## src/hdl/srs_params.svh

```systemverilog
// Constants for the start-up, reset and strap controller.
// Assumes a 50 MHz system clock.
`ifndef SRS_PARAMS_SVH
`define SRS_PARAMS_SVH

`define SRS_CLK_PERIOD_NS     20
// ------------------------------------------------------------
// Timing
// ------------------------------------------------------------
`define SRS_PD_MIN_PULSE_NS   200
`define SRS_PD_FILT_CYC       (`SRS_PD_MIN_PULSE_NS / `SRS_CLK_PERIOD_NS)
`define SRS_POR_HOLD_CYC      16
`define SRS_CAL_CYC           64
// ------------------------------------------------------------
// Strap encodings
// ------------------------------------------------------------
`define SRS_LVL_LOW           2'h0
`define SRS_LVL_MID           2'h1
`define SRS_LVL_HIGH          2'h2
`define SRS_IF_I2C            1'b0
`define SRS_IF_SPI            1'b1

`endif

```

## src/hdl/srs_pkg.sv

```systemverilog
// Types for the start-up, reset and strap controller.
// Needs no other file.
package srs_pkg;
  typedef enum logic [2:0] {
    SRS_SHUTDOWN,
    SRS_POR_HOLD,
    SRS_STRAP_LATCH,
    SRS_CALIBRATE,
    SRS_RUN
  } srs_state_t;
  typedef logic [1:0] srs_level_t;
endpackage : srs_pkg

```

## src/hdl/srs_strap_if.sv

```systemverilog
// Carries latched strap results from the latch to the sequencer.
// Single clock domain.
interface srs_strap_if;
  logic       interface_spi;
  logic [3:0] rom_page;
  logic       valid;
  modport latch (output interface_spi, output rom_page, output valid);
  modport user  (input interface_spi, input rom_page, input valid);
endinterface : srs_strap_if

```

## src/hdl/srs_startup_ctrl.sv

```systemverilog
// Start-up and reset sequencer: shutdown pin, power-on reset, straps, soft reset.
// Supply comparators arrive as synchronous levels; pins are synchronous to clk.
`include "srs_params.svh"

// How it works
// - While the shutdown pin is low the device and its serial interface stay disabled.
// - A rising shutdown pin starts the power-on reset sequence, then normal operation.
// - Reset is held until all core supplies exceed 2.72 V and the pin exceeds 1.2 V.
// - The interface strap picks SPI when high and I2C when grounded at start-up.
// - The two three-level page straps choose which configuration page to load.
// - A soft reset after supplies settle reruns calibration and PLL start-up.
module srs_startup_ctrl #(
  parameter int POR_HOLD_CYC = `SRS_POR_HOLD_CYC,
  parameter int CAL_CYC      = `SRS_CAL_CYC
) (
  input  wire logic                clk,
  input  wire logic                reset_n,
  input  wire logic                chip_shutdown_low,
  input  wire logic                core_supply_ok,
  input  wire logic                shutdown_pin_above_vih,
  input  wire logic                interface_select_strap,
  input  wire srs_pkg::srs_level_t rom_page_strap_a,
  input  wire srs_pkg::srs_level_t rom_page_strap_b,
  input  wire logic                soft_reset_bit,
  input  wire logic                output_sync_hold_bit,
  output logic                     device_enable,
  output logic                     serial_if_enable,
  output logic                     serial_if_spi,
  output logic [3:0]               rom_page_select,
  output logic                     config_load,
  output logic                     vco_cal_start,
  output logic                     outputs_released,
  output logic                     straps_as_gpio
);
  // ------------------------------------------------------------
  // Shutdown pin filter
  // ------------------------------------------------------------
  // Short lows are glitches; only a low of the full width resets
  localparam int FILT_W = $clog2(`SRS_PD_FILT_CYC + 1);
  localparam int POR_W  = $clog2(POR_HOLD_CYC + 1);
  localparam int CAL_W  = $clog2(CAL_CYC + 1);

  logic [FILT_W-1:0]   low_cnt_r, low_cnt_nxt;
  logic                pd_active_r, pd_active_nxt;

  always_comb begin
    low_cnt_nxt   = low_cnt_r;
    pd_active_nxt = pd_active_r;
    if (chip_shutdown_low) begin
      low_cnt_nxt   = '0;
      pd_active_nxt = 1'b0;
    end else if (low_cnt_r == FILT_W'(`SRS_PD_FILT_CYC)) begin
      pd_active_nxt = 1'b1;
    end else begin
      low_cnt_nxt = low_cnt_r + FILT_W'(1);
    end
  end

  always_ff @(posedge clk) begin
    if (!reset_n) begin
      low_cnt_r   <= '0;
      pd_active_r <= 1'b1;
    end else begin
      low_cnt_r   <= low_cnt_nxt;
      pd_active_r <= pd_active_nxt;
    end
  end

  // ------------------------------------------------------------
  // Sequencer
  // ------------------------------------------------------------
  srs_pkg::srs_state_t st_r, st_nxt;
  logic [POR_W-1:0]    por_cnt_r, por_cnt_nxt;
  logic [CAL_W-1:0]    cal_cnt_r, cal_cnt_nxt;
  logic                soft_reset_bit_d_r, soft_reset_bit_d_nxt;
  logic                capture;
  logic                por_ok;
  logic                soft_reset_bit_rise;
  logic                in_service;

  // ------------------------------------------------------------
  // Strap capture
  // ------------------------------------------------------------
  srs_strap_if strap ();

  srs_strap_latch u_strap (
    .clk                    (clk),
    .reset_n                (reset_n),
    .capture                (capture),
    .interface_select_strap (interface_select_strap),
    .rom_page_strap_a       (rom_page_strap_a),
    .rom_page_strap_b       (rom_page_strap_b),
    .strap                  (strap)
  );

  assign por_ok     = core_supply_ok && shutdown_pin_above_vih;
  assign soft_reset_bit_rise = soft_reset_bit && !soft_reset_bit_d_r;
  assign capture    = (st_r == srs_pkg::SRS_STRAP_LATCH);
  // Calibrating or running: the straps of this start-up are latched
  assign in_service = (st_r == srs_pkg::SRS_CALIBRATE) || (st_r == srs_pkg::SRS_RUN);

  always_comb begin
    st_nxt      = st_r;
    por_cnt_nxt = por_cnt_r;
    cal_cnt_nxt = cal_cnt_r;
    soft_reset_bit_d_nxt = soft_reset_bit;
    if (pd_active_r) begin
      st_nxt      = srs_pkg::SRS_SHUTDOWN;
      por_cnt_nxt = '0;
      cal_cnt_nxt = '0;
    end else begin
      unique case (st_r)
        srs_pkg::SRS_SHUTDOWN: begin
          st_nxt      = srs_pkg::SRS_POR_HOLD;
          por_cnt_nxt = '0;
        end
        srs_pkg::SRS_POR_HOLD: begin
          if (!por_ok) begin
            por_cnt_nxt = '0;
          end else if (por_cnt_r == POR_W'(POR_HOLD_CYC)) begin
            st_nxt = srs_pkg::SRS_STRAP_LATCH;
          end else begin
            por_cnt_nxt = por_cnt_r + POR_W'(1);
          end
        end
        srs_pkg::SRS_STRAP_LATCH: begin
          st_nxt      = srs_pkg::SRS_CALIBRATE;
          cal_cnt_nxt = '0;
        end
        srs_pkg::SRS_CALIBRATE: begin
          if (cal_cnt_r == CAL_W'(CAL_CYC)) begin
            st_nxt = srs_pkg::SRS_RUN;
          end else begin
            cal_cnt_nxt = cal_cnt_r + CAL_W'(1);
          end
        end
        srs_pkg::SRS_RUN: begin
          // Soft reset reruns calibration but skips the strap capture
          if (soft_reset_bit_rise) begin
            st_nxt      = srs_pkg::SRS_CALIBRATE;
            cal_cnt_nxt = '0;
          end
        end
      endcase
    end
  end

  always_ff @(posedge clk) begin
    if (!reset_n) begin
      st_r      <= srs_pkg::SRS_SHUTDOWN;
      por_cnt_r <= '0;
      cal_cnt_r <= '0;
      soft_reset_bit_d_r <= 1'b0;
    end else begin
      st_r      <= st_nxt;
      por_cnt_r <= por_cnt_nxt;
      cal_cnt_r <= cal_cnt_nxt;
      soft_reset_bit_d_r <= soft_reset_bit_d_nxt;
    end
  end

  // ------------------------------------------------------------
  // Registered outputs
  // ------------------------------------------------------------
  logic       dev_en_nxt;
  logic       ser_en_nxt;
  logic       spi_nxt;
  logic       load_nxt;
  logic       cal_nxt;
  logic       rel_nxt;
  logic       gpio_nxt;
  logic [3:0] page_nxt;
  logic       load_pend_r, load_pend_nxt;

  always_comb begin
    // Load pulse trails the capture so the page is settled
    load_pend_nxt = capture;
    dev_en_nxt    = (st_nxt == srs_pkg::SRS_CALIBRATE) || (st_nxt == srs_pkg::SRS_RUN);
    // Opens with the fresh strap choice, never while shut down;
    // valid alone would stay set from an earlier start-up
    ser_en_nxt    = !pd_active_nxt && strap.valid && in_service
                    && ((st_nxt == srs_pkg::SRS_CALIBRATE) || (st_nxt == srs_pkg::SRS_RUN));
    spi_nxt       = strap.interface_spi;
    page_nxt      = strap.rom_page;
    load_nxt      = load_pend_r;
    cal_nxt       = (st_r != srs_pkg::SRS_CALIBRATE) && (st_nxt == srs_pkg::SRS_CALIBRATE);
    // Outputs wait for calibration and for the host's sync hold to drop
    rel_nxt       = (st_nxt == srs_pkg::SRS_RUN) && !output_sync_hold_bit;
    gpio_nxt      = (st_nxt == srs_pkg::SRS_CALIBRATE) || (st_nxt == srs_pkg::SRS_RUN);
  end

  always_ff @(posedge clk) begin
    if (!reset_n) begin
      load_pend_r      <= 1'b0;
      device_enable    <= 1'b0;
      serial_if_enable <= 1'b0;
      serial_if_spi    <= 1'b0;
      rom_page_select  <= 4'h0;
      config_load      <= 1'b0;
      vco_cal_start    <= 1'b0;
      outputs_released <= 1'b0;
      straps_as_gpio   <= 1'b0;
    end else begin
      load_pend_r      <= load_pend_nxt;
      device_enable    <= dev_en_nxt;
      serial_if_enable <= ser_en_nxt;
      serial_if_spi    <= spi_nxt;
      rom_page_select  <= page_nxt;
      config_load      <= load_nxt;
      vco_cal_start    <= cal_nxt;
      outputs_released <= rel_nxt;
      straps_as_gpio   <= gpio_nxt;
    end
  end
endmodule : srs_startup_ctrl

```

## src/hdl/srs_strap_latch.sv

```systemverilog
// Strap capture: samples the strap pins once on a capture pulse.
// Pins are synchronous; three-level levels arrive pre-decoded.
`include "srs_params.svh"
module srs_strap_latch (
  input  wire logic              clk,
  input  wire logic              reset_n,
  input  wire logic              capture,
  input  wire logic              interface_select_strap,
  input  wire srs_pkg::srs_level_t rom_page_strap_a,
  input  wire srs_pkg::srs_level_t rom_page_strap_b,
  srs_strap_if.latch             strap
);
  logic       spi_r,  spi_nxt;
  logic [3:0] page_r, page_nxt;
  logic       vld_r,  vld_nxt;

  always_comb begin
    spi_nxt  = spi_r;
    page_nxt = page_r;
    vld_nxt  = vld_r;
    if (capture) begin
      spi_nxt  = interface_select_strap ? `SRS_IF_SPI : `SRS_IF_I2C;
      // Each strap has three levels; the unused code 3 reads as high
      page_nxt = 4'((rom_page_strap_b == 2'h3 ? `SRS_LVL_HIGH : rom_page_strap_b) * 3
                 + (rom_page_strap_a == 2'h3 ? `SRS_LVL_HIGH : rom_page_strap_a));
      vld_nxt  = 1'b1;
    end
  end

  always_ff @(posedge clk) begin
    if (!reset_n) begin
      spi_r  <= 1'b0;
      page_r <= 4'h0;
      vld_r  <= 1'b0;
    end else begin
      spi_r  <= spi_nxt;
      page_r <= page_nxt;
      vld_r  <= vld_nxt;
    end
  end

  assign strap.interface_spi = spi_r;
  assign strap.rom_page      = page_r;
  assign strap.valid         = vld_r;
endmodule : srs_strap_latch

```

## config.mk

```make
export PLATFORM = sky130hd
export DESIGN_NAME = srs_startup_ctrl
export DESIGN_NICKNAME = d
export VERILOG_FILES = /design/src/hdl/srs_pkg.sv /design/src/hdl/srs_strap_if.sv /design/src/hdl/srs_startup_ctrl.sv /design/src/hdl/srs_strap_latch.sv
export VERILOG_INCLUDE_DIRS = /design/src /design/src/hdl
export SDC_FILE = /design/constraint.sdc
export NUM_CORES = 1
export LEC_CHECK = 0
export ABC_CLOCK_PERIOD_IN_PS = 5550
export BUFFER_PORTS_ARGS = -buffer_cell sky130_fd_sc_hd__buf_2
export CORE_ASPECT_RATIO = 1.4
export CORE_UTILIZATION = 60
export DETAILED_ROUTE_END_ITERATION = 16
export GPL_TIMING_DRIVEN = 0
export PLACE_DENSITY = 0.83
export SLEW_MARGIN = 10
export SYNTH_ARGS = -nofsm -noshare
export SYNTH_HDL_FRONTEND = slang
export SYNTH_SLANG_ARGS = --single-unit
```

## constraint.sdc

```tcl
create_clock -name clk -period 5.55 [get_ports clk]
set_input_delay 0.8325 -clock clk [delete_from_list [all_inputs] [get_ports clk]]
set_output_delay 0.8325 -clock clk [all_outputs]
set_load 0.01 [all_outputs]
```

==> results of run 1 <==
-- final timing paths --
path                       start                        end  cells past startpoint
min reg2reg             load_nxt                config_load                      1
max reg2reg         por_cnt_r[0]             straps_as_gpio                      7
max          rom_page_strap_b[1]  u_strap.strap.rom_page[2]                      6
min                     load_nxt                config_load                      1
-- cell usage in the layout, fill, tap and decap left out, types with 4 or more instances in the layout --
cell type	synthesis	layout
dfxtp_1	38	38
buf_2	0	22
nor2_1	16	16
xor2_1	9	9
ha_1	9	9
inv_1	8	8
and2_1	8	8
clkbuf_1	5	5
nand2_1	5	5
o22a_2	5	5
clkbuf_4	0	5
nor2b_1	4	4
nand2b_1	4	4
xnor2_1	4	4
a21oi_1	4	4
nand3_1	4	4
-- synthesized netlist by cell type, types with 2 or more instances --
cell type	instances
and3_1	3
nor2_1	16
or2b_2	2
dfxtp_1	38
buf_6	2
nand4_1	3
and2b_2	2
xor2_1	9
nor2b_1	4
nand2_1	5
o22a_2	5
o21ai_0	2
inv_1	8
ha_1	9
nand2b_1	4
nor3_1	2
a21oi_1	4
clkbuf_1	5
and2_1	8
and3b_1	2
xnor2_1	4
nand3_1	4
o2111ai_1	3
-- routing by layer --
metal,vias to the layer above,GRT usage,wire length [um]
met2,18,0.396,1530
li1,615,-,-
met4,0,0.139,85
met3,8,0.0501,89
met5,-,0,0
met1,555,0.226,1180
-- logic make-up (layout without fill, tap and decap cells) --
group | count (synthesis) | after routing | share of synthesized area
AO/OA/AOI/OAI | 24 | 24 | 0.130
XOR/XNOR | 13 | 13 | 0.0670
adder cells (fa/ha/maj) | 10 | 10 | 0.0781
buffers and inverters | 16 | 45 | 0.0464
flip-flops | 38 | 38 | 0.448
AND/OR/NAND/NOR | 63 | 63 | 0.231
-- registers in the layout, indices dropped and copies added (netlist names), 3 cells and up --
signal	cells
low_cnt_r	4
st_r	3
cal_cnt_r	7
por_cnt_r	5
rom_page_select	4
u_strap.strap.rom_page	4
-- metrics by stage --
| stage | util | hold slack [ps] | power (mW) | setup WS [ps] |
|---|---|---|---|---|
| 3_5_place_dp | 0.702 | 426 | 0.301 | 2990 |
| 2_1_floorplan | - | 412 | 0.293 | 3180 |
| 6_report | 0.720 | 450 | 0.427 | 3370 |
| 3_3_place_gp | 0.702 | 420 | 0.300 | 3050 |
| 5_1_grt | 0.720 | 484 | 0.444 | 3330 |
| 4_1_cts | 0.720 | 453 | 0.428 | 3380 |
-- power by group through the flow --
stage | clock (mW) | combinational [mW] | sequential [mW]
after floorplan | 0 | 0.0112 | 0.282
after global placement | 0 | 0.0172 | 0.283
after detailed placement | 0 | 0.0182 | 0.283
after CTS | 0.133 | 0.0182 | 0.277
after global routing | 0.146 | 0.0205 | 0.277
final | 0.132 | 0.0181 | 0.277
-- cell type report --
class | count | area [sq um]
inverter | 8 | 30.0
tap | 36 | 45.0
timing repair buffer | 22 | 110
sequential | 38 | 761
multi-input combinational | 110 | 860
buffer | 8 | 48.8
fill | 194 | 741
clock inverter | 2 | 10.0
clock buffer | 5 | 37.5
==> metrics.md, run 1 <==
| Metric | Value |
|---|---|
| GR Overflow Total | `0` |
| Worst stage delay on the critical path | `450 ps` |
| Internal power | `329 uW` |
| Syn Nets | `186` |
| Worst-Skew Late Latency | `350 ps` |
| CP arrival | `2430 ps` |
| Synth warnings | `0` |
| Fin. max-slew vios | `0` |
| Clock Root Buffer | `clkbuf_4` |
| Synthesized area | `0.00170 sq mm` |
| Post-synth top area share | `0.448` |
| Die Area | `0.00305 sq mm` |
| IO buf count | `22` |
| Final ANT Viol Nets | `0` |
| Startpoint type of the worst setup path | `input port` |
| CTS Buffer Depth | `2` |
| Syn Area/Cell | `10.4 sq um` |
| Synthesized flop and latch total | `38` |
| Clock sinks | `38` |
| Share of cells above drive strength 1 | `0.269` |
| Kind of critical path | `input port to register` |
| Total Nets Final | `215` |
| Buffers & Inverters on Critical Path | `1` |
| RSZ-0062 raised after global routing | `false` |
| FFs w/ async S/R, synth | `0` |
| Leak | `0.827 nW` |
| Routability cong. | `0.732` |
| Final setup viols | `0` |
| Final Skew | `12.2 ps` |
| Wire per inst | `12.6 um` |
| Post-route DRC | `0` |
| Via density | `5.22` |
| H-tree levels | `2` |
| GRT Resource Usage Total | `0.226` |
| Worst-path maximum fanout | `3` |
| Library cells used by synthesis | `43` |
| Max-slew headroom | `0.603` |
| # rows | `22` |
| F_max | `460 MHz` |
| Prevailing post-synth register cell | `dfxtp_1` |
| Dpl cell area | `0.00185 sq mm` |
| Hold-fix buffers, CTS | `0` |
| Die width | `47.0 um` |
| Most Frequent Cell on Critical Path | `ha_1` |
| CP delay by family, top | `adder cells` |
| Routed via count | `1196` |
| Req. time, crit path | `5800 ps` |
| Logic gate share of total power | `0.042` |
| Critical path's slowest cell | `fa_1` |
| Pwr Density | `224 mW/mm^2` |
| Mapped Cells | `164` |
| Setup crit end kind | `register` |
| Layout area overhead | `11.9%` |
| Antenna cells | `0` |
| Detail Placement HPWL | `2230 um` |
| Reg2Reg Setup Slack | `3830 ps` |
| Post-route insts no fill | `229` |
| Design Area, Final | `0.00190 sq mm` |
| Peak supply drop | `0.235 mV` |
| Placed cells | `222` |
| First-pass GRT wire length | `4800 um` |
| Postcts setup bufs | `0` |
| Synth area leaders | `dfxtp_1 (45%), ha_1 (6.6%), xor2_1 (4.6%)` |
| Hold Crit Class | `register to register` |
| Post-Route Setup TNS | `0 ps` |
| Fin. Hold Viols | `0` |
| Tcrit/Tclk final | `0.392` |
| Yosys top cell by area | `dfxtp_1` |
| Total Wirelength | `2890 um` |
| Starting Density | `0.643` |
| Net Sw Frac | `0.229` |
| Vias in the first global route | `1144` |
| Fin crit period | `2180 ps` |
| # Max-Cap Violations | `0` |
| Reg clk slew, reported paths | `100 ps` |
| Least-Margin Pin Slew | `591 ps` |
| Largest net degree at the start of global routing | `12` |
| Clock power frac | `0.309` |
| Initial antenna violation count | `0` |
| Drt first pass iters | `4` |
| EDFF count, synth | `0` |
| 1st-iter DRT viols | `18` |
| # IOs | `23` |
| Die height | `65.0 um` |
| Sequential Power Share | `0.648` |
| Num CTS Buffers | `5` |
| Core box area | `0.00264 sq mm` |
| CP cell instances | `buf_2, or2_2, ha_1, ha_1, fa_1, o22a_2` |
| Status | `complete, no violations` |
| Quantity of gates resized following cts | `0` |
| Seq/Total Area, Yosys | `0.448` |
| CTS tree | `yes` |
| Switching pwr | `97.8 uW` |
(Power assumes the default switching activity.)
==> run 2: changes to the inputs <==
--- a/config.mk
+++ b/config.mk
@@ -6,13 +6,13 @@
 export SDC_FILE = /design/constraint.sdc
 export NUM_CORES = 1
 export LEC_CHECK = 0
-export ABC_CLOCK_PERIOD_IN_PS = 5550
+export ABC_CLOCK_PERIOD_IN_PS = 2100
 export BUFFER_PORTS_ARGS = -buffer_cell sky130_fd_sc_hd__buf_2
 export CORE_ASPECT_RATIO = 1.4
-export CORE_UTILIZATION = 60
+export CORE_UTILIZATION = 56
 export DETAILED_ROUTE_END_ITERATION = 16
 export GPL_TIMING_DRIVEN = 0
-export PLACE_DENSITY = 0.83
+export PLACE_DENSITY = 0.78
 export SLEW_MARGIN = 10
 export SYNTH_ARGS = -nofsm -noshare
 export SYNTH_HDL_FRONTEND = slang
==> constraint.sdc (replaced) <==
create_clock -name clk -period 2.1 [get_ports clk]
set_input_delay 0.315 -clock clk [delete_from_list [all_inputs] [get_ports clk]]
set_output_delay 0.315 -clock clk [all_outputs]
set_load 0.01 [all_outputs]
==> run 2 against run 1 <==
Design area up 2.4%. Final cell count up 0.87%. Count of clock-buffer cells in the layout up 2. Worst hold slack worse by 270 ps.
==> metrics.md, run 2 (same netlist as run 1, synthesis figures left out) <==
| Metric | Value |
|---|---|
| Status | `complete, no violations` |
| Postcts setup bufs | `0 (unchanged)` |
| Clock Root Buffer | `clkbuf_8` |
| H-tree levels | `2 (unchanged)` |
| Vias in the first global route | `1215 (+6.2%)` |
| Kind of critical path | `input port to register` |
| CTS tree | `yes` |
| Least-Margin Pin Slew | `599 ps (+8.11 ps)` |
| Most Frequent Cell on Critical Path | `ha_1` |
| Via density | `5.23 (about the same)` |
| # rows | `23 (+4.5%)` |
| Top reg by flops | `cal_cnt_r` |
| Final setup viols | `0 (unchanged)` |
| Routed via count | `1207 (+0.92%)` |
| Max-slew headroom | `0.598 (-0.00545)` |
| Commonest non-fill, non-tap cell in the layout | `dfxtp_1` |
| F_max | `579 MHz` |
| Total Nets Final | `215 (unchanged)` |
| Critical path's slowest cell | `fa_1` |
| Post-route DRC | `0 (unchanged)` |
| GR Overflow Total | `0 (unchanged)` |
| Req. time, crit path | `2290 ps (-3510 ps)` |
| Die height | `67.2 um (+3.4%)` |
| Max reg flops | `7 (unchanged)` |
| Final Skew | `7.33 ps (-4.85 ps)` |
| 1st-iter DRT viols | `15 (-3)` |
| IO buf count | `22 (unchanged)` |
| RSZ-0062 raised after global routing | `false` |
| Routability cong. | `0.756 (+3.2%)` |
| Most frequent cells in the layout | `dfxtp_1 (38), buf_2 (22), nor2_1 (16), xor2_1 (9), ha_1 (9)` |
| Peak supply drop | `0.599 mV (+150%)` |
| Die width | `48.6 um (+3.4%)` |
| CTS Buffer Depth | `2 (unchanged)` |
| Clock sinks | `38 (unchanged)` |
| Setup crit end kind | `register` |
| Hold-fix buffers, CTS | `0 (unchanged)` |
| First-pass GRT wire length | `5080 um (+5.9%)` |
| Num CTS Buffers | `5 (unchanged)` |
| CP arrival | `1910 ps (-520 ps)` |
| Wire per inst | `12.7 um (+0.85%)` |
| Largest net degree at the start of global routing | `12 (unchanged)` |
| Hold Slack | `178 ps (-272 ps)` |
| Fin crit period | `1730 ps` |
| Buffers & Inverters on Critical Path | `1 (unchanged)` |
| Hold Crit Class | `input port to register` |
| Drt first pass iters | `4 (unchanged)` |
| Startpoint type of the worst setup path | `input port` |
| Share of cells above drive strength 1 | `0.268 (-0.00139)` |
| Final ANT Viol Nets | `0 (unchanged)` |
| Fin. Hold Viols | `0 (unchanged)` |
| Layout fillers | `245 (+26%)` |
| CP delay by family, top | `adder cells` |
| Reg clk slew, reported paths | `70 ps (-30 ps)` |
| Starting Density | `0.590 (-0.0526)` |
| Post-Route Setup TNS | `0 ps (unchanged)` |
| Largest regs | `cal_cnt_r x7, por_cnt_r x5` |
| Worst-path maximum fanout | `3 (unchanged)` |
| Antenna cells | `0 (unchanged)` |
| Pwr Density | `660 mW/mm^2 (+190%)` |
| Quantity of gates resized following cts | `0 (unchanged)` |
| CP cell instances | `buf_2, or2_2, ha_1, ha_1, fa_1, o22a_2` |
| GRT Resource Usage Total | `0.211 (-0.0155)` |
| Worst stage delay on the critical path | `460 ps (about the same)` |
| Die Area | `0.00326 sq mm (+6.9%)` |
| Tcrit/Tclk final | `0.822` |
| # Max-Cap Violations | `0 (unchanged)` |
| Worst-Skew Late Latency | `290 ps (-60 ps)` |
| Layout area overhead | `14.6%` |
| Initial antenna violation count | `0 (unchanged)` |
| Leak | `0.845 nW (+2.1%)` |
| Detail Placement HPWL | `2320 um (+4.2%)` |
| # IOs | `23 (unchanged)` |
| Core box area | `0.00288 sq mm (+8.9%)` |
| Total Wirelength | `2940 um (+1.7%)` |
| Fin. max-slew vios | `0 (unchanged)` |
run 2: stage by stage:
stage | cells | setup slack [ps] | utilization | total power, mW | cell area, sq um
2_1_floorplan | 164 | 246 | - | 0.776 | 1700
3_3_place_gp | 223 | 88.1 | 0.645 | 0.793 | 1860
3_5_place_dp | 223 | 66.6 | 0.645 | 0.796 | 1860
4_1_cts | 231 | 370 | 0.677 | 1.29 | 1950
5_1_grt | 231 | 290 | 0.677 | 1.33 | 1950
6_report | 231 | 374 | 0.677 | 1.28 | 1950
run 2: worst reg2reg max path: cells and delay by family (launching register included):
| kind | cells | cell delay, ps |
|---|---|---|
| adder cells (fa/ha/maj) | 1 | 150 |
| buffers and inverters | 1 | 110 |
| AND/OR/NAND/NOR | 3 | 490 |
| AO/OA/AOI/OAI | 2 | 520 |
| flip-flops | 1 | 340 |
run 2: worst paths after layout:
check,slack (ps),depth (start not counted),start,to
min reg2reg,440,1,load_nxt,config_load
max,370,6,rom_page_strap_b[1],u_strap.strap.rom_page[2]
min,180,2,output_sync_hold_bit,outputs_released
max reg2reg,390,7,cal_cnt_r[0],straps_as_gpio
run 2: routing by layer:
layer  track usage  vias to the layer above  share of wire
met3        0.0631                        9          0.032
li1              -                      614              -
met2         0.412                       21           0.54
met5             0                        -              0
met4         0.121                        0          0.030
met1         0.194                      563           0.39
run 2: power breakdown:
| part | total, mW | internal (mW) | switching [mW] |
|---|---|---|---|
| clock network | 0.506 | 0.265 | 0.242 |
| registers | 0.731 | 0.726 | 0.00508 |
| logic | 0.0479 | 0.0231 | 0.0249 |
run 2: final cells by class:
cell class | instances | area, sq um | area share
plain buffers | 8 | 48.8 | 0.0251
repair buffers | 22 | 110 | 0.0566
well taps | 37 | 46.3 | 0.0238
clock inverters | 1 | 5.00 | 0.00257
flip-flops and latches | 38 | 761 | 0.391
multi-input cells | 110 | 860 | 0.442
inverters | 8 | 30.0 | 0.0154
clock buffers | 7 | 86.3 | 0.0443
